<file path="src/common/cmbx_pkg.sv">
/*
  cmbx_pkg: opcodes, flag positions, cycle counts and layout constants for the
  move/bit/branch execution block.
  assumes: one core clock at 20 MHz, synchronous active-low reset.
*/
`default_nettype none
package cmbx_pkg;
  // instruction operation codes presented by the decoder upstream
  typedef enum logic [4:0] {
    CMBX_OP_NOP      = 5'h00,
    CMBX_OP_BR_VS    = 5'h01,
    CMBX_OP_BR_VC    = 5'h02,
    CMBX_OP_BR_IE    = 5'h03,
    CMBX_OP_BR_ID    = 5'h04,
    CMBX_OP_LD_IND   = 5'h05,
    CMBX_OP_LD_DISP  = 5'h06,
    CMBX_OP_ST_IND   = 5'h07,
    CMBX_OP_ST_DISP  = 5'h08,
    CMBX_OP_LD_DIR   = 5'h09,
    CMBX_OP_ST_DIR   = 5'h0a,
    CMBX_OP_PM_READ  = 5'h0b,
    CMBX_OP_PM_WRITE = 5'h0c,
    CMBX_OP_PUSH     = 5'h0d,
    CMBX_OP_POP      = 5'h0e,
    CMBX_OP_IO_SET   = 5'h0f,
    CMBX_OP_IO_CLR   = 5'h10,
    CMBX_OP_ROL      = 5'h11,
    CMBX_OP_ROR      = 5'h12,
    CMBX_OP_ASR      = 5'h13,
    CMBX_OP_BST      = 5'h14,
    CMBX_OP_BLD      = 5'h15,
    CMBX_OP_FSET     = 5'h16,
    CMBX_OP_FCLR     = 5'h17,
    CMBX_OP_SLEEP    = 5'h18,
    CMBX_OP_WDR      = 5'h19,
    CMBX_OP_BREAK    = 5'h1a
  } cmbx_op_t;

  // pointer update modes
  typedef enum logic [1:0] {
    CMBX_PTR_PLAIN = 2'h0,
    CMBX_PTR_POST  = 2'h1,
    CMBX_PTR_PRE   = 2'h2
  } cmbx_ptr_mode_t;

  // status flag positions
  localparam int FLAG_C = 0;
  localparam int FLAG_Z = 1;
  localparam int FLAG_N = 2;
  localparam int FLAG_V = 3;
  localparam int FLAG_S = 4;
  localparam int FLAG_H = 5;
  localparam int FLAG_T = 6;
  localparam int FLAG_I = 7;

  localparam logic [7:0] CMBX_STATUS_FLAGS_RST = 8'h00;
  localparam logic [15:0] CMBX_PC_RST  = 16'h0000;
  localparam logic [15:0] CMBX_SP_RST  = 16'h045f;
  localparam logic [15:0] CMBX_PTR_RST = 16'h0000;

  // cycle counts
  localparam logic [1:0] CMBX_CYC_ONE   = 2'h1;
  localparam logic [1:0] CMBX_CYC_TWO   = 2'h2;
  localparam logic [1:0] CMBX_CYC_THREE = 2'h3;
  // program memory write: held until the memory reports done
  localparam logic [1:0] CMBX_CYC_OPEN  = 2'h0;
endpackage : cmbx_pkg
`default_nettype wire

</file>
<file path="src/verilog/cmbx_shift_unit.sv">
/*
  cmbx_shift_unit: combinational rotate and shift with flag results.
  assumes: op selects one of rotate left, rotate right or arithmetic right.
*/
`default_nettype none
module cmbx_shift_unit (
  input  wire logic [7:0]         value,
  input  wire logic               carry_in,
  input  wire cmbx_pkg::cmbx_op_t op,
  output logic      [7:0]         result,
  output logic                    carry_out,
  output logic                    zero,
  output logic                    negative,
  output logic                    overflow
);
  import cmbx_pkg::*;

  wire is_rol = (op == CMBX_OP_ROL);
  wire is_ror = (op == CMBX_OP_ROR);

  assign result    = is_rol ? {value[6:0], carry_in} :
                     is_ror ? {carry_in, value[7:1]} :
                              {value[7], value[7:1]};
  assign carry_out = is_rol ? value[7] : value[0];
  assign zero      = (result == 8'h00);
  assign negative  = result[7];
  assign overflow  = negative ^ carry_out;
endmodule : cmbx_shift_unit
`default_nettype wire

</file>
<file path="src/verilog/cmbx_exec.sv">
/*
  cmbx_exec: executes branches, loads/stores, program memory access, stack,
  io bit set/clear, shifts, bit transfer and flag set/clear.
  assumes: decoder gives one issue pulse while ready is high; memories answer
  reads combinationally in the cycle the request stands.
*/
`default_nettype none
// What this block does
// - branch to pc+k+1 on overflow state; one cycle, two if taken
// - branch on global interrupt flag state, same target, one or two cycles
// - indirect load takes two cycles; post-increment after, pre-decrement before; flags kept
// - displaced load from second or third pointer plus q, pointer unchanged, two cycles
// - indirect store in two cycles with post-increment or pre-decrement
// - displaced store from second or third pointer plus q, pointer kept, two cycles
// - direct load and store use absolute address, two cycles, flags kept
// - program read via third pointer takes three cycles; r0, any, or post-increment
// - push and pop take two cycles each, flags kept
// - io bit set or clear takes two cycles, other bits kept
// - rotate left through carry, one cycle, updates zero carry negative overflow
// - rotate right through carry, one cycle, updates zero carry negative overflow
// - bit store copies register bit into transfer flag, one cycle
// - bit load copies transfer flag into register bit, one cycle
// - flag set or clear forces one named flag in one cycle
// - break is debug only; nop, sleep, watchdog kick take one cycle
// - program write stores r1:r0 at third pointer, no fixed cycle count
module cmbx_exec (
  input  wire logic                       clock,
  input  wire logic                       rst_n,
  input  wire logic                       clk_en,
  input  wire logic                       issue,
  input  wire cmbx_pkg::cmbx_op_t         op,
  input  wire cmbx_pkg::cmbx_ptr_mode_t   ptr_mode,
  input  wire logic [1:0]                 ptr_sel,
  input  wire logic [5:0]                 disp,
  input  wire logic [15:0]                abs_addr,
  input  wire logic signed [6:0]          offset,
  input  wire logic [2:0]                 bit_sel,
  input  wire logic [4:0]                 reg_idx,
  input  wire logic [7:0]                 reg_val,
  input  wire logic                       r0_form,
  input  wire logic [15:0]                r1r0,
  input  wire logic [7:0]                 dmem_rdata,
  input  wire logic [7:0]                 pmem_rdata,
  input  wire logic                       pmem_wr_done,
  output logic                            ready,
  output logic [15:0]                     pc,
  output logic [7:0]                      status_flags,
  output logic [15:0]                     ptr_x,
  output logic [15:0]                     ptr_y,
  output logic [15:0]                     ptr_z,
  output logic [15:0]                     stack_ptr,
  output logic [15:0]                     dmem_addr,
  output logic                            dmem_rd,
  output logic                            dmem_wr,
  output logic [7:0]                      dmem_wdata,
  output logic [15:0]                     pmem_addr,
  output logic                            pmem_rd,
  output logic                            pmem_wr,
  output logic [15:0]                     pmem_wdata,
  output logic                            rf_we,
  output logic [4:0]                      rf_idx,
  output logic [7:0]                      rf_wdata,
  output logic                            sleep_req,
  output logic                            wdog_kick,
  output logic                            debug_break
);
  import cmbx_pkg::*;

  typedef enum logic [2:0] {
    CMBX_ST_IDLE = 3'b001,
    CMBX_ST_BUSY = 3'b010,
    CMBX_ST_PMW  = 3'b100
  } cmbx_state_t;

  cmbx_state_t state_q;
  logic [1:0]  left_q;
  logic [7:0]  sh_res;
  logic        sh_c;
  logic        sh_z;
  logic        sh_n;
  logic        sh_v;

  cmbx_shift_unit u_shift (
    .value     (reg_val),
    .carry_in  (status_flags[FLAG_C]),
    .op        (op),
    .result    (sh_res),
    .carry_out (sh_c),
    .zero      (sh_z),
    .negative  (sh_n),
    .overflow  (sh_v)
  );

  function automatic logic [15:0] ptr_pick(input logic [1:0] s, input logic [15:0] x,
                                           input logic [15:0] y, input logic [15:0] z);
    ptr_pick = (s == 2'h0) ? x : (s == 2'h1) ? y : z;
  endfunction : ptr_pick

  wire go = clk_en && issue && ready && (state_q == CMBX_ST_IDLE);
  wire is_br = (op == CMBX_OP_BR_VS) || (op == CMBX_OP_BR_VC) ||
               (op == CMBX_OP_BR_IE) || (op == CMBX_OP_BR_ID);
  wire take  = (op == CMBX_OP_BR_VS) ?  status_flags[FLAG_V] :
               (op == CMBX_OP_BR_VC) ? !status_flags[FLAG_V] :
               (op == CMBX_OP_BR_IE) ?  status_flags[FLAG_I] :
               (op == CMBX_OP_BR_ID) ? !status_flags[FLAG_I] : 1'b0;
  wire [15:0] br_target = pc + {{9{offset[6]}}, offset} + 16'h0001;
  wire [15:0] pc_next   = pc + 16'h0001;

  wire is_ld_ind = (op == CMBX_OP_LD_IND);
  wire is_st_ind = (op == CMBX_OP_ST_IND);
  wire is_ind    = is_ld_ind || is_st_ind;
  wire is_disp   = (op == CMBX_OP_LD_DISP) || (op == CMBX_OP_ST_DISP);
  wire is_dir    = (op == CMBX_OP_LD_DIR) || (op == CMBX_OP_ST_DIR);
  wire is_pmr    = (op == CMBX_OP_PM_READ);
  wire is_io     = (op == CMBX_OP_IO_SET) || (op == CMBX_OP_IO_CLR);
  wire is_stack  = (op == CMBX_OP_PUSH) || (op == CMBX_OP_POP);
  wire is_shift  = (op == CMBX_OP_ROL) || (op == CMBX_OP_ROR) || (op == CMBX_OP_ASR);

  wire [1:0]  psel     = is_pmr ? 2'h2 : is_disp ? (ptr_sel == 2'h1 ? 2'h1 : 2'h2) : ptr_sel;
  wire [15:0] ptr_cur  = ptr_pick(psel, ptr_x, ptr_y, ptr_z);
  wire        pre      = is_ind && (ptr_mode == CMBX_PTR_PRE);
  wire        post     = (is_ind || is_pmr) && (ptr_mode == CMBX_PTR_POST);
  wire [15:0] ptr_dec  = ptr_cur - 16'h0001;
  wire [15:0] ptr_new  = pre ? ptr_dec : post ? (ptr_cur + 16'h0001) : ptr_cur;
  wire        ptr_upd  = go && (pre || post);
  wire [15:0] ind_addr = pre ? ptr_dec : ptr_cur;
  wire [15:0] disp_addr = ptr_cur + {10'h000, disp};
  wire [15:0] sp_after_pop = stack_ptr + 16'h0001;
  wire [15:0] mem_addr = is_ind ? ind_addr : is_disp ? disp_addr : is_dir ? abs_addr :
                         (op == CMBX_OP_POP) ? sp_after_pop : is_io ? {11'h000, reg_idx} + 16'h0020 :
                         stack_ptr;
  wire is_load  = is_ld_ind || (op == CMBX_OP_LD_DISP) || (op == CMBX_OP_LD_DIR) || (op == CMBX_OP_POP);
  wire is_store = is_st_ind || (op == CMBX_OP_ST_DISP) || (op == CMBX_OP_ST_DIR) || (op == CMBX_OP_PUSH);
  wire [7:0] bit_mask  = 8'h01 << bit_sel;
  wire [7:0] io_new    = (op == CMBX_OP_IO_SET) ? (dmem_rdata | bit_mask) : (dmem_rdata & ~bit_mask);
  wire [7:0] bld_val   = status_flags[FLAG_T] ? (reg_val | bit_mask) : (reg_val & ~bit_mask);

  wire [1:0] cycles = (is_br && take) ? CMBX_CYC_TWO :
                      (is_ind || is_disp || is_dir || is_stack || is_io) ? CMBX_CYC_TWO :
                      is_pmr ? CMBX_CYC_THREE :
                      CMBX_CYC_ONE;

  wire [7:0] flags_d =
    is_shift ? {status_flags[7:5], sh_n ^ sh_v, sh_v, sh_n, sh_z, sh_c} :
    (op == CMBX_OP_BST)  ? ((status_flags & ~(8'h01 << FLAG_T)) |
                            ({7'h00, reg_val[bit_sel]} << FLAG_T)) :
    (op == CMBX_OP_FSET) ? (status_flags | bit_mask) :
    (op == CMBX_OP_FCLR) ? (status_flags & ~bit_mask) :
    status_flags;

  always_ff @(posedge clock) begin
    if (!rst_n) begin
      state_q <= CMBX_ST_IDLE;
      left_q  <= 2'h0;
    end else if (clk_en) begin
      unique case (state_q)
        CMBX_ST_IDLE: begin
          if (go && op == CMBX_OP_PM_WRITE) begin
            state_q <= CMBX_ST_PMW;
          end else if (go && cycles != CMBX_CYC_ONE) begin
            state_q <= CMBX_ST_BUSY;
            left_q  <= cycles - 2'h1;
          end
        end
        CMBX_ST_BUSY: begin
          left_q <= left_q - 2'h1;
          if (left_q == 2'h1) begin
            state_q <= CMBX_ST_IDLE;
          end
        end
        CMBX_ST_PMW: begin
          if (pmem_wr_done) begin
            state_q <= CMBX_ST_IDLE;
          end
        end
        default: state_q <= CMBX_ST_IDLE;
      endcase
    end
  end

  // ready low while busy; one-cycle ops keep it high
  wire ready_d = (state_q == CMBX_ST_IDLE) ? !(go && (cycles != CMBX_CYC_ONE || op == CMBX_OP_PM_WRITE)) :
                 (state_q == CMBX_ST_BUSY) ? (left_q == 2'h1) : pmem_wr_done;

  always_ff @(posedge clock) begin
    if (!rst_n) begin
      ready        <= 1'b1;
      pc           <= CMBX_PC_RST;
      status_flags <= CMBX_STATUS_FLAGS_RST;
      stack_ptr    <= CMBX_SP_RST;
    end else if (clk_en) begin
      ready <= ready_d;
      if (go) begin
        pc           <= (is_br && take) ? br_target : pc_next;
        status_flags <= flags_d;
        if (op == CMBX_OP_PUSH) stack_ptr <= stack_ptr - 16'h0001;
        else if (op == CMBX_OP_POP) stack_ptr <= sp_after_pop;
      end
    end
  end

  always_ff @(posedge clock) begin
    if (!rst_n) begin
      ptr_x <= CMBX_PTR_RST;
      ptr_y <= CMBX_PTR_RST;
      ptr_z <= CMBX_PTR_RST;
    end else if (clk_en && ptr_upd) begin
      if (psel == 2'h0) ptr_x <= ptr_new;
      else if (psel == 2'h1) ptr_y <= ptr_new;
      else ptr_z <= ptr_new;
    end
  end

  always_ff @(posedge clock) begin
    if (!rst_n) begin
      dmem_addr  <= 16'h0000;
      dmem_rd    <= 1'b0;
      dmem_wr    <= 1'b0;
      dmem_wdata <= 8'h00;
      pmem_addr  <= 16'h0000;
      pmem_rd    <= 1'b0;
      pmem_wr    <= 1'b0;
      pmem_wdata <= 16'h0000;
      rf_we      <= 1'b0;
      rf_idx     <= 5'h00;
      rf_wdata   <= 8'h00;
      sleep_req  <= 1'b0;
      wdog_kick  <= 1'b0;
      debug_break <= 1'b0;
    end else if (clk_en) begin
      dmem_rd     <= go && (is_load || is_io);
      dmem_wr     <= go && is_store;
      pmem_rd     <= go && is_pmr;
      pmem_wr     <= go && (op == CMBX_OP_PM_WRITE);
      sleep_req   <= go && (op == CMBX_OP_SLEEP);
      wdog_kick   <= go && (op == CMBX_OP_WDR);
      debug_break <= go && (op == CMBX_OP_BREAK);
      rf_we       <= 1'b0;
      if (go) begin
        dmem_addr  <= mem_addr;
        dmem_wdata <= reg_val;
        pmem_addr  <= ptr_z;
        pmem_wdata <= r1r0;
        rf_idx     <= (is_pmr && r0_form) ? 5'h00 : reg_idx;
        rf_we      <= is_shift || (op == CMBX_OP_BLD);
        rf_wdata   <= is_shift ? sh_res : bld_val;
      end else if (dmem_rd) begin
        dmem_rd    <= 1'b0;
        if (is_io) begin
          dmem_wr    <= 1'b1;
          dmem_wdata <= io_new;
        end else begin
          rf_we    <= 1'b1;
          rf_wdata <= dmem_rdata;
        end
      end else if (pmem_rd) begin
        pmem_rd  <= 1'b0;
        rf_we    <= 1'b1;
        rf_wdata <= pmem_rdata;
      end
    end
  end
endmodule : cmbx_exec
`default_nettype wire

</file>
<file path="config.mk">
export PLATFORM = sky130hd
export DESIGN_NAME = cmbx_exec
export DESIGN_NICKNAME = d
export VERILOG_FILES = /design/src/common/cmbx_pkg.sv /design/src/verilog/cmbx_shift_unit.sv /design/src/verilog/cmbx_exec.sv
export SDC_FILE = /design/constraint.sdc
export NUM_CORES = 1
export LEC_CHECK = 0
export ABC_AREA = 1
export BUFFER_PORTS_ARGS = -buffer_cell sky130_fd_sc_hd__buf_2
export CORE_MARGIN = 2
export CORE_UTILIZATION = 35
export DETAILED_ROUTE_END_ITERATION = 8
export PLACE_DENSITY = 0.65
export SYNTH_ARGS = -nofsm -noshare
export SYNTH_HDL_FRONTEND = slang
export SYNTH_HIERARCHICAL = 1
export SYNTH_SLANG_ARGS = --single-unit
</file>
<file path="constraint.sdc">
create_clock -name clock -period 6 [get_ports clock]
set_clock_uncertainty 0.1 [all_clocks]
set_input_delay 0.6 -clock clock [delete_from_list [all_inputs] [get_ports clock]]
set_output_delay 0.6 -clock clock [all_outputs]
set_load 0.005 [all_outputs]
</file>
Word-level counts from Yosys, hierarchy flattened
Index checks and enable logic that the tools add are counted.
Storage, ports and cells
  bits in latches: 0
  memory bits (writable): 0
  logic and storage cells: 222
  register bits: 171
  ROM bits: 0
  memories kept: 0
Operators by class
  divide/modulo/power cells: 0
  reductions and logical operators: 66
  multiply operators: 0
  shift operators: 1
  equal/unequal tests: 41
  bitwise logic cells: 13
  magnitude comparators: 1
  $add $sub $neg: 11
  muxes and demuxes: 65
Operators by type and width (number)
  $mux 16: 13
  $mux 8: 15
  $add 16x1->16 const B: 4
  $eq 5x5->1 const B: 11
  $eq 5x4->1 const B: 8
  $sub 16x1->16 const B: 2
  $logic_or 1x1->1: 25
  $and 8x8->8: 3
  $or 8x8->8: 3
  $eq 5x3->1 const B: 4
  $mux 1: 20
  $logic_and 1x1->1: 18
  $reduce_and 3->1: 6
  $add 16x16->16: 1
  $add 16x6->16: 1
  $mux 2: 8
  $mux 3: 4
  $reduce_and 4->1: 3
  $eq 5x2->1 const B: 2
  $mux 5: 2
  $pmux 3 s3: 1
  $eq 2x1->1 const B: 4
  $logic_not 8->1: 1
  $ne 2x2->1 const B: 4
  23 further kinds: 35

Longest topological paths before layout
Gate-level depths: netlist of the first run.
  word-level depth: 13
  depth in mapped cells: 24
  depth with buffers taken out: 23

Hierarchy
Netlist of the first run, hierarchy kept.
Modules (own cells, without submodules)
  cmbx_exec: instances 1, cells an instance 1809, area each 11539.8 µm²
  cmbx_shift_unit: instances 1, cells an instance 64, area each 331.6 µm²

Worst setup path after synthesis of the first run
OpenSTA, ideal clock, no wires.
  kind: input to register
  start: input op[2]
  end: register ptr_x[12]
  slack: 3129 ps
  required time: 5783 ps
  buffers on the path: 2
  arrival time: 2654 ps
  stages on the path: 19
  cells stage by stage: buf_2 -> nor2_2 -> nand2_2 -> nand2_2 -> buf_6 -> nand2_1 -> o21ai_0 -> nand2_1 -> o21ai_4 -> ha_1 -> nand3_1 -> nor2_1 -> nand2_1 -> nor2_4 -> nand2_1 -> o21ai_1 -> nand3_1 -> nor2_1 -> nor2_1
On the way
  word-level cells in the longest chain between the ends: 10
  elaborated cells on any way between the ends: 24
  those cells by class: add/sub: 2; eq/ne: 6; mux: 6; reduce/logical: 10
RTL lines
  start, declared: RTL line cmbx_exec.sv:31  | input wire cmbx_pkg::cmbx_op_t op,
  $eq 5x3->1 or $eq 5x4->1 (tied branches): RTL line cmbx_exec.sv:112  | wire is_disp = (op == CMBX_OP_LD_DISP) || (op == CMBX_OP_ST_DISP);
  $logic_or 1x1->1: RTL line cmbx_exec.sv:112
  $mux 2 (2 in a row): RTL line cmbx_exec.sv:119  | wire [1:0] psel = is_pmr ? 2'h2 : is_disp ? (ptr_sel == 2'h1 ? 2'h1 : 2'h2) : ptr_sel;
  $eq 2x1->1: RTL line cmbx_exec.sv:96  | ptr_pick = (s == 2'h0) ? x : (s == 2'h1) ? y : z;
  $mux 16 (2 in a row): RTL line cmbx_exec.sv:96
  $add 16x1->16: RTL line cmbx_exec.sv:124  | wire [15:0] ptr_new = pre ? ptr_dec : post ? (ptr_cur + 16'h0001) : ptr_cur;
  $mux 16 (2 in a row): RTL line cmbx_exec.sv:124
  end signal, assigned: RTL line cmbx_exec.sv:208  | if (psel == 2'h0) ptr_x <= ptr_new;
  end, declared: RTL line cmbx_exec.sv:48  | output logic [15:0] ptr_x,
Parallel ways exist; a longest one is shown, timed or not.
A chain may end at the register's enable or synchronous reset.

Worst setup path after layout of the first run
  start: input op[4]
  end: register ptr_y[6]
On the way
  word-level cells in the longest chain between the ends: 10
  elaborated cells on any way between the ends: 25
  those cells by class: add/sub: 2; eq/ne: 6; mux: 6; bitwise: 1; reduce/logical: 10
RTL lines
  $eq 5x3->1 or $eq 5x4->1 (tied branches): RTL line cmbx_exec.sv:112
  $logic_or 1x1->1: RTL line cmbx_exec.sv:112
  $mux 2 (2 in a row): RTL line cmbx_exec.sv:119
  $eq 2x1->1: RTL line cmbx_exec.sv:96, cmbx_exec.sv:209
  $mux 16 (2 in a row): RTL line cmbx_exec.sv:96
  $add 16x1->16: RTL line cmbx_exec.sv:124
  $mux 16 (2 in a row): RTL line cmbx_exec.sv:124
  end signal, assigned: RTL line cmbx_exec.sv:209  | else if (psel == 2'h1) ptr_y <= ptr_new;
  end, declared: RTL line cmbx_exec.sv:49  | output logic [15:0] ptr_y,
Parallel ways exist; a longest one is shown, timed or not.

==> flow_summary.toml, run 1 <==
[grt]
grt_overflow = 0
grt_max_degree = 95
grt_pass1_wl_um = 68800
antenna_found_initial = 0
grt_usage_pct = 24.4
grt_pass1_vias = 12600

[sta]
relSlewSlack_pct = 24.2
hold_viol_final = 0
max_freq_mhz = 251
setup_violations = 0
post-route-period-util_pct = 66.5
worstMarginPinSlew_ns = 1.13
final.min_clock_period_ns = 3.99
finalSetupTns_ns = 0
finalMaxSlewViolations = 0
rsz0062_at_grt = "false"

[floorplanning]
dieArea_um2 = 35400
rows = 67
start_util_pct = 35.5
die_w_um = 188
die_h_um = 188
core_um2 = 33400
io_pins = 258

[worst_hold_path]
holdPathStages = 3
hp-class = "primary input to register"
whs_endpoint = "pmem_wdata[12]"
min-delay-start = "r1r0[12]"

[finish]
instances_no_fill = 2533
layout.nets = 2192
syn_to_final_growth_pct = 17.9
drive_gt1_share_pct = 18.3
antenna_cells = 0

[place]
io_buffers = 257
gp_congestion = 0.953
dp_cells = 2501
dp_hpwl_um = 32900

[status]
outcome = "complete, no violations"

[drt]
drtPass1Iterations = 6
route.detailed.drc = 0
vias = 13600
routed_wl_um = 44100
final_antenna_net_count = 0
via_per_inst = 5.36
routedWlPerCell_um = 17.4
drt_iter0_drc = 1075

[logic_synthesis]
synthCells = 1873
avgSynthCellArea_um2 = 6.34
synth_ff_type = "dfxtp_1"
synthTopCellsByCount = "368 x nand2_1, 214 x inv_1, 203 x nor2_1"
yosysTopAreaCellShare_pct = 28.8
yosysMostFrequentCell = "nand2_1"
synth_edf_count = 0
synth_area_leaders = "dfxtp_1 29%, nand2_1 12%, a21oi_1 7.8%"
synthesis.area_um2 = 11900
synth-seq-cells = 171
async_reset_ff_share_pct = 0
ys_seq_area_share_pct = 28.8
synth_warnings = 6
ys_types = 59
synth_nets = 1993
synth_top_cell_by_area = "dfxtp_1"

[clocking]
cts_buffers = 17
cts_num_sinks = 171
root_buffer = "clkbuf_16"
clock_path_buffers = 2
insertion_delay_ns = 0.44
htreeDepth = 4
cts_setup_buffers = 0
post_cts_resized = 0
hold_buffers = 0
cts_tree = "done"
clkTransAtPathRegs_ns = 0.07

[worst_setup_path]
crit_path_end_kind = "register"
worstReg2RegStart = "state_q[0]"
crit_top_cell = "nor2_1"
arrival_ns = 4.27
critPathTopFamily = "simple AND/OR/NAND/NOR gates"
r2r-end = "rf_wdata[0]"
path_buf_inv = 4
rrSetupSlack_ns = 2.54
cp_slowest_cell = "nand3_2"
cp_slowest_stage_delay_ns = 0.55
crit_path_max_fanout = 30
crit_path_cell_trace = "buf_2, inv_2, nand3_1, nor2_1, nor2_4, buf_4, nand3_2, o21ai_4, ha_1, nand2_1, nor4_2, nor2_1, o31ai_1, o21ai_0, inv_1"
worstPathRequired_ns = 6.28
crit_type = "primary input to register"
r2r_cells = 9
crit_path_start_kind = "primary input"

[power]
ir_drop_mv = 0.183
p_leak_nw = 6.75
p_per_area_nw_per_um2 = 220

[flow_run]
maxCapViolCount = 0
[state kept, by name, summed over array words and instances, names as in the netlist, named ones only]
register / cells
dmem_rd: 1
left_q: 2
state_q: 3
rf_wdata: 8
dmem_addr: 16
debug_break: 1
pc: 16
pmem_wr: 1
ready: 1
sleep_req: 1
ptr_y: 16
pmem_rd: 1
ptr_z: 16
dmem_wdata: 8
stack_ptr: 16
pmem_addr: 16
ptr_x: 16
status_flags: 7
rf_idx: 5
wdog_kick: 1
pmem_wdata: 16
dmem_wr: 1
rf_we: 1
[routing by layer]
metal  up-vias  global-route usage [%]  routed length (um)  share of wire, %
met1      6278                    32.6               19500                44
met4         0                    9.57                1390               3.2
li1       6667                       -                   -                 -
met2       550                    39.7               20300                46
met3        79                    3.46                2880               6.5
met5         -                       0                   0                 0
[final cells by class]
class / instances / area (um2)
Clock inverter: 13 / 151
Tap cell: 448 / 561
Clock buffer: 19 / 453
Timing Repair Buffer: 268 / 1370
Inverter: 233 / 877
Fill cell: 3624 / 19400
Sequential cell: 171 / 3420
Multi-Input combinational cell: 1381 / 7160
[how the worst max path moves through the flow]
stage | end | slack, ns | cells after the start | startpoint
2_1_floorplan | ptr_x[12] | 3.13 | 19 | op[2]
3_3_place_gp | dmem_addr[7] | 1.73 | 19 | op[4]
3_5_place_dp | dmem_addr[7] | 1.68 | 19 | op[4]
4_1_cts | ptr_y[6] | 2.12 | 15 | op[4]
5_1_grt | ptr_z[6] | 1.75 | 15 | op[4]
6_report | ptr_y[6] | 2.01 | 15 | op[4]
[cells by family (layout without fill, tap and decap cells)]
group	count (synthesis)	in the layout	share of synthesized area (%)
multiplexers	2	2	0.169
AND/OR/NAND/NOR	804	804	29.9
adder cells (fa/ha/maj)	28	28	3.01
XOR/XNOR	44	44	3.25
buffers and inverters	321	533	10.9
flip-flops	171	171	28.8
AO/OA/AOI/OAI	503	503	24.0
[metrics by stage]
step	hold WS [ns]	util, %	total power [mW]	area (um2)	worst slack [ns]
global placement	0.352	40.0	1.92	13400	1.73
floorplan	0.362	-	1.69	11900	3.13
CTS	0.288	41.9	3.11	14000	2.12
detailed placement	0.357	40.0	1.93	13400	1.68
global route	0.303	41.9	3.25	14000	1.75
finish	0.317	41.9	3.08	14000	2.01
[layout by cell type (no fill, tap or decap), drive strengths merged, types with 4 or more instances in the layout]
cell type | netlist | final
nand2 | 389 | 389
buf | 27 | 268
inv | 230 | 237
nor2 | 224 | 224
o21ai | 210 | 210
a21oi | 185 | 185
dfxtp | 171 | 171
nand3 | 129 | 129
o211ai | 39 | 39
nand4 | 37 | 37
xor2 | 36 | 36
ha | 27 | 27
a31oi | 22 | 22
clkbuf | 61 | 19
nor3 | 16 | 16
o221ai | 8 | 8
xnor2 | 8 | 8
o31ai | 7 | 7
a221oi | 7 | 7
a211oi | 6 | 6
or2 | 4 | 4
clkinv | 3 | 4
[worst min-delay path: cells and delay by family]
| family | cells | cell delay (ns) |
|---|---|---|
| AND/OR/NAND/NOR | 1 | 0.07 |
| buffers and inverters | 1 | 0.08 |
| AO/OA/AOI/OAI | 1 | 0.07 |
[where the power goes]
group	total (mW)	switching (mW)	internal, mW
Clock	1.17	0.524	0.647
Combinational	0.643	0.417	0.226
Sequential	1.27	0.0568	1.21
Total	3.08	0.998	2.09
Power figures use the tool's default switching activity.
==> run 2: changes to the inputs <==
--- a/config.mk
+++ b/config.mk
@@ -10,7 +10,7 @@
 export CORE_MARGIN = 2
 export CORE_UTILIZATION = 35
 export DETAILED_ROUTE_END_ITERATION = 8
-export PLACE_DENSITY = 0.65
+export PLACE_DENSITY = 0.68
 export SYNTH_ARGS = -nofsm -noshare
 export SYNTH_HDL_FRONTEND = slang
 export SYNTH_HIERARCHICAL = 1
==> constraint.sdc (replaced) <==
create_clock -name clock -period 3.5 [get_ports clock]
set_clock_uncertainty 0.1 [all_clocks]
set_input_delay 0.35 -clock clock [delete_from_list [all_inputs] [get_ports clock]]
set_output_delay 0.35 -clock clock [all_outputs]
set_load 0.005 [all_outputs]
==> flow_summary.toml, run 2 (same netlist as run 1, synthesis figures left out) <==
[sta]
setup_violations = 0
worstMarginPinSlew_ns = 0.871
relSlewSlack_pct = 41.5
finalMaxSlewViolations = 0
max_freq_mhz = 339
finalSetupTns_ns = 0
rsz0062_at_grt = "false"
post-route-period-util_pct = 84.3
final.min_clock_period_ns = 2.95
hold_viol_final = 0

[drt]
wl_met2_um = 20700
routedWlPerCell_um = 17.2
final_antenna_net_count = 0
vias = 13600
drtPass1Iterations = 6
route.detailed.drc = 0
wl_met3_um = 2870
top_layer_used = "met4"
via_per_inst = 5.30
route.layer.met1.wl_um = 19200
routed_wl_um = 44200
drt_iter0_drc = 1016

[place]
place_area_um2 = 13600
dp_hpwl_um = 33900
io_buffers = 257
gp_congestion = 0.973

[worst_setup_path]
worstPathRequired_ns = 3.72
worstReg2RegStart = "pc[0]"
arrival_ns = 3.17
crit_path_end_kind = "register"
r2r-end = "pc[12]"
rrSetupSlack_ns = 0.77
crit_path_start_kind = "primary input"
crit_type = "primary input to register"
r2r_cells = 15
crit_path_max_fanout = 17

[clocking]
cts_tree = "done"
insertion_delay_ns = 0.44
clkTransAtPathRegs_ns = 0.07
hold_buffers = 0
htreeDepth = 4
clock_path_buffers = 2
cts_num_sinks = 171
post_cts_resized = 0
cts_setup_buffers = 0
cts_buffers = 17
root_buffer = "clkbuf_16"

[finish]
finalInstanceArea_um2 = 14200
seq_area_um2 = 3420
fill_cells = 3543
layout.nets = 2221
mostFrequentLayoutCell = "nand2_1"
mostFrequentLayoutCells = "368 x nand2_1, 257 x buf_2, 213 x inv_1"
antenna_cells = 0
drive_gt1_share_pct = 19.3
syn_to_final_growth_pct = 19.8
multi_input_area_um2 = 7160

[floorplanning]
start_util_pct = 35.5
die_h_um = 188
io_pins = 258
core_um2 = 33400
die_w_um = 188
rows = 67
dieArea_um2 = 35400

[worst_hold_path]
min-delay-start = "r1r0[7]"
hp-class = "primary input to register"
holdPathStages = 3
whs_endpoint = "pmem_wdata[7]"

[power]
ir_drop_mv = 0.320
p_leak_nw = 6.91
p_per_area_nw_per_um2 = 368

[grt]
grt_pass1_vias = 12600
grt_usage_pct = 24.3
grt_overflow = 0
antenna_found_initial = 1
grt_max_degree = 65
grt_pass1_wl_um = 68600

[status]
outcome = "complete, no violations"

[flow_run]
maxCapViolCount = 0
[run 2: report_power, final]
| part | leakage (nW) | internal (mW) | switching [mW] |
|---|---|---|---|
| combinational | 5.22 | 0.410 | 0.719 |
| clock | 0.292 | 1.08 | 0.847 |
| sequential | 1.39 | 2.08 | 0.0999 |
| total | 6.91 | 3.57 | 1.67 |
[run 2: how the worst max path moves through the flow]
stage	startpoint	endpoint	slack, ns	cells past startpoint
2_1_floorplan	op[2]	ptr_x[12]	0.88	19
3_3_place_gp	op[0]	ptr_y[10]	0.17	20
3_5_place_dp	op[0]	ptr_y[6]	0.13	16
4_1_cts	op[0]	ptr_y[6]	0.58	16
5_1_grt	op[0]	ptr_y[6]	0.29	16
6_report	op[0]	ptr_z[12]	0.55	19
[run 2: stage by stage]
stage | setup WS, ns | cells | power (mW) | utilization [%] | hold WS [ns]
CTS | 0.579 | 2562 | 5.28 | 42.5 | 0.0503
global route | 0.287 | 2562 | 5.51 | 42.5 | 0.0767
floorplan | 0.879 | 1873 | 2.89 | - | 0.362
finish | 0.548 | 2562 | 5.23 | 42.5 | 0.0725
global placement | 0.168 | 2530 | 3.32 | 40.8 | 0.353
detailed placement | 0.133 | 2530 | 3.34 | 40.8 | 0.356
[run 2: area by class of cell]
cell class | count | area share [%]
repair buffers | 297 | 11.3
inverters | 233 | 6.17
multi-input cells | 1381 | 50.4
clock buffers | 19 | 3.11
flip-flops and latches | 171 | 24.1
clock inverters | 13 | 0.994
well taps | 448 | 3.94
[run 2: worst max-delay path, stage by stage]
cell and delay (ns):
buf_2 0.17, nand2_1 0.10, nor2_2 0.23, nand2_2 0.14, nand2_2 0.30, nand2_1 0.08
o21ai_0 0.09, nand2_1 0.11, o21ai_4 0.14, ha_1 0.26, nand3_1 0.12, nor2_1 0.16
nand2_1 0.14, nor2_4 0.17, nand2_1 0.10, o21ai_1 0.12, nand3_1 0.18, nor2_1 0.14
nor2_1 0.05
[run 2: layer usage]
layer | global-route usage (%) | up-vias
met2 | 40.3 | 518
met5 | 0 | -
met1 | 31.4 | 6273
met3 | 4.21 | 79
met4 | 9.45 | 0
li1 | - | 6708
==> run 3: changes to the inputs <==
--- a/config.mk
+++ b/config.mk
@@ -5,12 +5,12 @@
 export SDC_FILE = /design/constraint.sdc
 export NUM_CORES = 1
 export LEC_CHECK = 0
-export ABC_AREA = 1
+export ABC_AREA = 0
 export BUFFER_PORTS_ARGS = -buffer_cell sky130_fd_sc_hd__buf_2
 export CORE_MARGIN = 2
 export CORE_UTILIZATION = 35
 export DETAILED_ROUTE_END_ITERATION = 8
-export PLACE_DENSITY = 0.68
+export PLACE_DENSITY = 0.66
 export SYNTH_ARGS = -nofsm -noshare
 export SYNTH_HDL_FRONTEND = slang
 export SYNTH_HIERARCHICAL = 1
==> constraint.sdc (replaced) <==
create_clock -name clock -period 3.1 [get_ports clock]
set_clock_uncertainty 0.1 [all_clocks]
set_input_delay 0.31 -clock clock [delete_from_list [all_inputs] [get_ports clock]]
set_output_delay 0.31 -clock clock [all_outputs]
set_load 0.005 [all_outputs]
==> flow_summary.toml, run 3 <==
[status]
outcome = "complete, no violations"

[logic_synthesis]
synth_area_leaders = "dfxtp_1 29%, nand2_1 7.7%, a21oi_1 6.2%"
synthCells = 1558
synthesis.area_um2 = 11600
yosys.area_share.simple_pct = 25.5
synth-seq-cells = 171
synth_fa_ha_area_share_pct = 3.08
synth_edf_count = 0
yosysTopAreaCellShare_pct = 29.5
ys_seq_area_share_pct = 29.5
synth_top_family_by_area = "compound AO/OA/AOI/OAI gates"
synth_ff_type = "dfxtp_1"
synth_xor_area_share_pct = 4.38
muxShareOfSynthArea_pct = 3.93
yosysMostFrequentCell = "nand2_1"
synthTopCellsByCount = "239 x nand2_1, 171 x dfxtp_1, 143 x a21oi_1"
avgSynthCellArea_um2 = 7.45
synth_nets = 1678
synth_warnings = 6
synth_top_cell_by_area = "dfxtp_1"
synth-compound-area-share_pct = 28.3
ys_types = 86
async_reset_ff_share_pct = 0

[sta]
finalSetupTns_ns = 0
post-route-period-util_pct = 93.5
hold_viol_final = 0
relSlewSlack_pct = 28.4
worst_slack_ns = 0.202
final.min_clock_period_ns = 2.90
max_freq_mhz = 345
worstMarginPinSlew_ns = 1.07
finalMaxSlewViolations = 0
setup_violations = 0

[grt]
grt_usage_pct = 25.2
grt_pass1_vias = 12300
use_met1_pct = 33.1
grt_max_degree = 56
grt_use_met2_pct = 41.2
use_met3_pct = 3.91
antenna_found_initial = 0
grt_overflow = 0
grt_pass1_wl_um = 68000
top_usage_layer = "met2"

[floorplanning]
dieArea_um2 = 34600
core_um2 = 32600
die_h_um = 186
io_pins = 258
rows = 66
start_util_pct = 35.6
die_w_um = 186

[finish]
mostFrequentLayoutCells = "256 x buf_2, 239 x nand2_1, 170 x dfxtp_1"
mostFrequentLayoutCell = "buf_2"
syn_to_final_growth_pct = 30.4
final_util_pct = 46.4
drive_gt1_share_pct = 27.2
layout.nets = 2017
instances_no_fill = 2352
fill_cells = 3313

[worst_hold_path]
hp-class = "primary input to register"

[worst_setup_path]
crit_path_start_kind = "register"
crit_type = "register to register"
arrival_ns = 3.12
crit_path_max_fanout = 8
crit_path_end_kind = "register"
worstPathRequired_ns = 3.32

[clocking]
cts_num_sinks = 171
htreeDepth = 4
cts_tree = "done"
clock_path_buffers = 2
clkTransAtPathRegs_ns = 0.07
root_buffer = "clkbuf_16"
cts_buffers = 17
cts_setup_buffers = 0
insertion_delay_ns = 0.45

[flow_run]
maxCapViolCount = 0

[place]
dp_hpwl_um = 33100
dp_cells = 2305
io_buffers = 257
gp_congestion = 0.976
post-place-ws_ns = -0.246

[power]
power.switching_mw = 1.84
power.total_mw = 5.78
combPwrFrac_pct = 21.6
swShare_pct = 31.9
pwr-share-clk_pct = 38.1
sequentialPowerShare_pct = 40.3
ir_drop_mv = 0.395
p_int_mw = 3.94
p_leak_nw = 6.33
p_per_area_nw_per_um2 = 381

[drt]
drt_iter0_drc = 974
route.detailed.drc = 0
routed_wl_um = 43900
routedWlPerCell_um = 18.7
final_antenna_net_count = 0
vias = 13000
via_per_inst = 5.55
drtPass1Iterations = 7
==> run 3: cell types whose count changed in the layout (fill, tap and decap cells not counted), sizes merged, moves of 35 or more <==
cell	before	now
inv	234	48
a21oi	185	144
nand2	389	240
o21ai	210	107
and2	1	36
buf	297	416
nand3	129	56
nor2	224	89
==> run 3: power by group through the flow <==
stage	Combinational (mW)	Sequential [mW]	Clock [mW]
after CTS	1.23	2.33	2.25
after global placement	1.20	2.38	0
final	1.25	2.33	2.20
after floorplan	0.699	2.37	0
after global routing	1.36	2.34	2.35
after detailed placement	1.21	2.38	0
==> run 3: per-layer routing <==
metal  vias up  share of wire (%)
li1       6337                  -
met1      6133                 43
met2       480                 46
met3        95                6.5
met4         0                3.6
met5         -                  0
==> run 3: cell type report <==
type                       instances  area (um2)  share of cell area, %
inverter                          39         149                  0.983
tap                              442         553                   3.65
timing repair buffer             431        2700                   17.8
clock buffer                      17         425                   2.81
antenna                            1        2.50                 0.0165
clock inverter                    14         153                   1.01
multi-input combinational       1237        7740                   51.1
sequential                       171        3420                   22.6
==> run 3: cells by family after synthesis <==
group	Yosys count
fa+ha+maj	28
mux	42
buf+inv	150
simple gates	607
compound gates	502
flops	171
xor+xnor	58
==> run 3: critical path, cell delays in order (launching register included) <==
cell       delay (ns)
dfxtp_1          0.49
ha_1             0.32
nand4_1          0.21
nor4_2           0.33
nand3_1          0.16
xor2_1           0.20
nor2_1           0.05
a2111oi_0        0.37
a211oi_1         0.11
a211oi_1         0.32
o31ai_1          0.12
==> run 3: worst paths after layout <==
kind | from | endpoint | slack, ns | depth (start not counted)
max | stack_ptr[0] | dmem_addr[12] | 0.20 | 10
min | r1r0[15] | pmem_wdata[15] | 0.02 | 3
max reg2reg | stack_ptr[0] | dmem_addr[12] | 0.20 | 10
min reg2reg | pmem_addr[4] | pmem_addr[4] | 0.35 | 2
==> run 3: what timing repair did <==
item	in CTS	in global routing
pin swaps	0	3
cloned	0	0
hold buffers	15	0
endpoints found under the hold margin	15	0
setup endpoints to repair	1	6
resized for setup	1	11
==> run 3: stage by stage <==
stage / cell area (um2) / hold slack [ns]
2_1_floorplan: 11700 / 0.346
3_3_place_gp: 14400 / 0.339
3_5_place_dp: 14400 / 0.345
4_1_cts: 15100 / 0.00104
5_1_grt: 15100 / 0.0116
6_report: 15100 / 0.0212
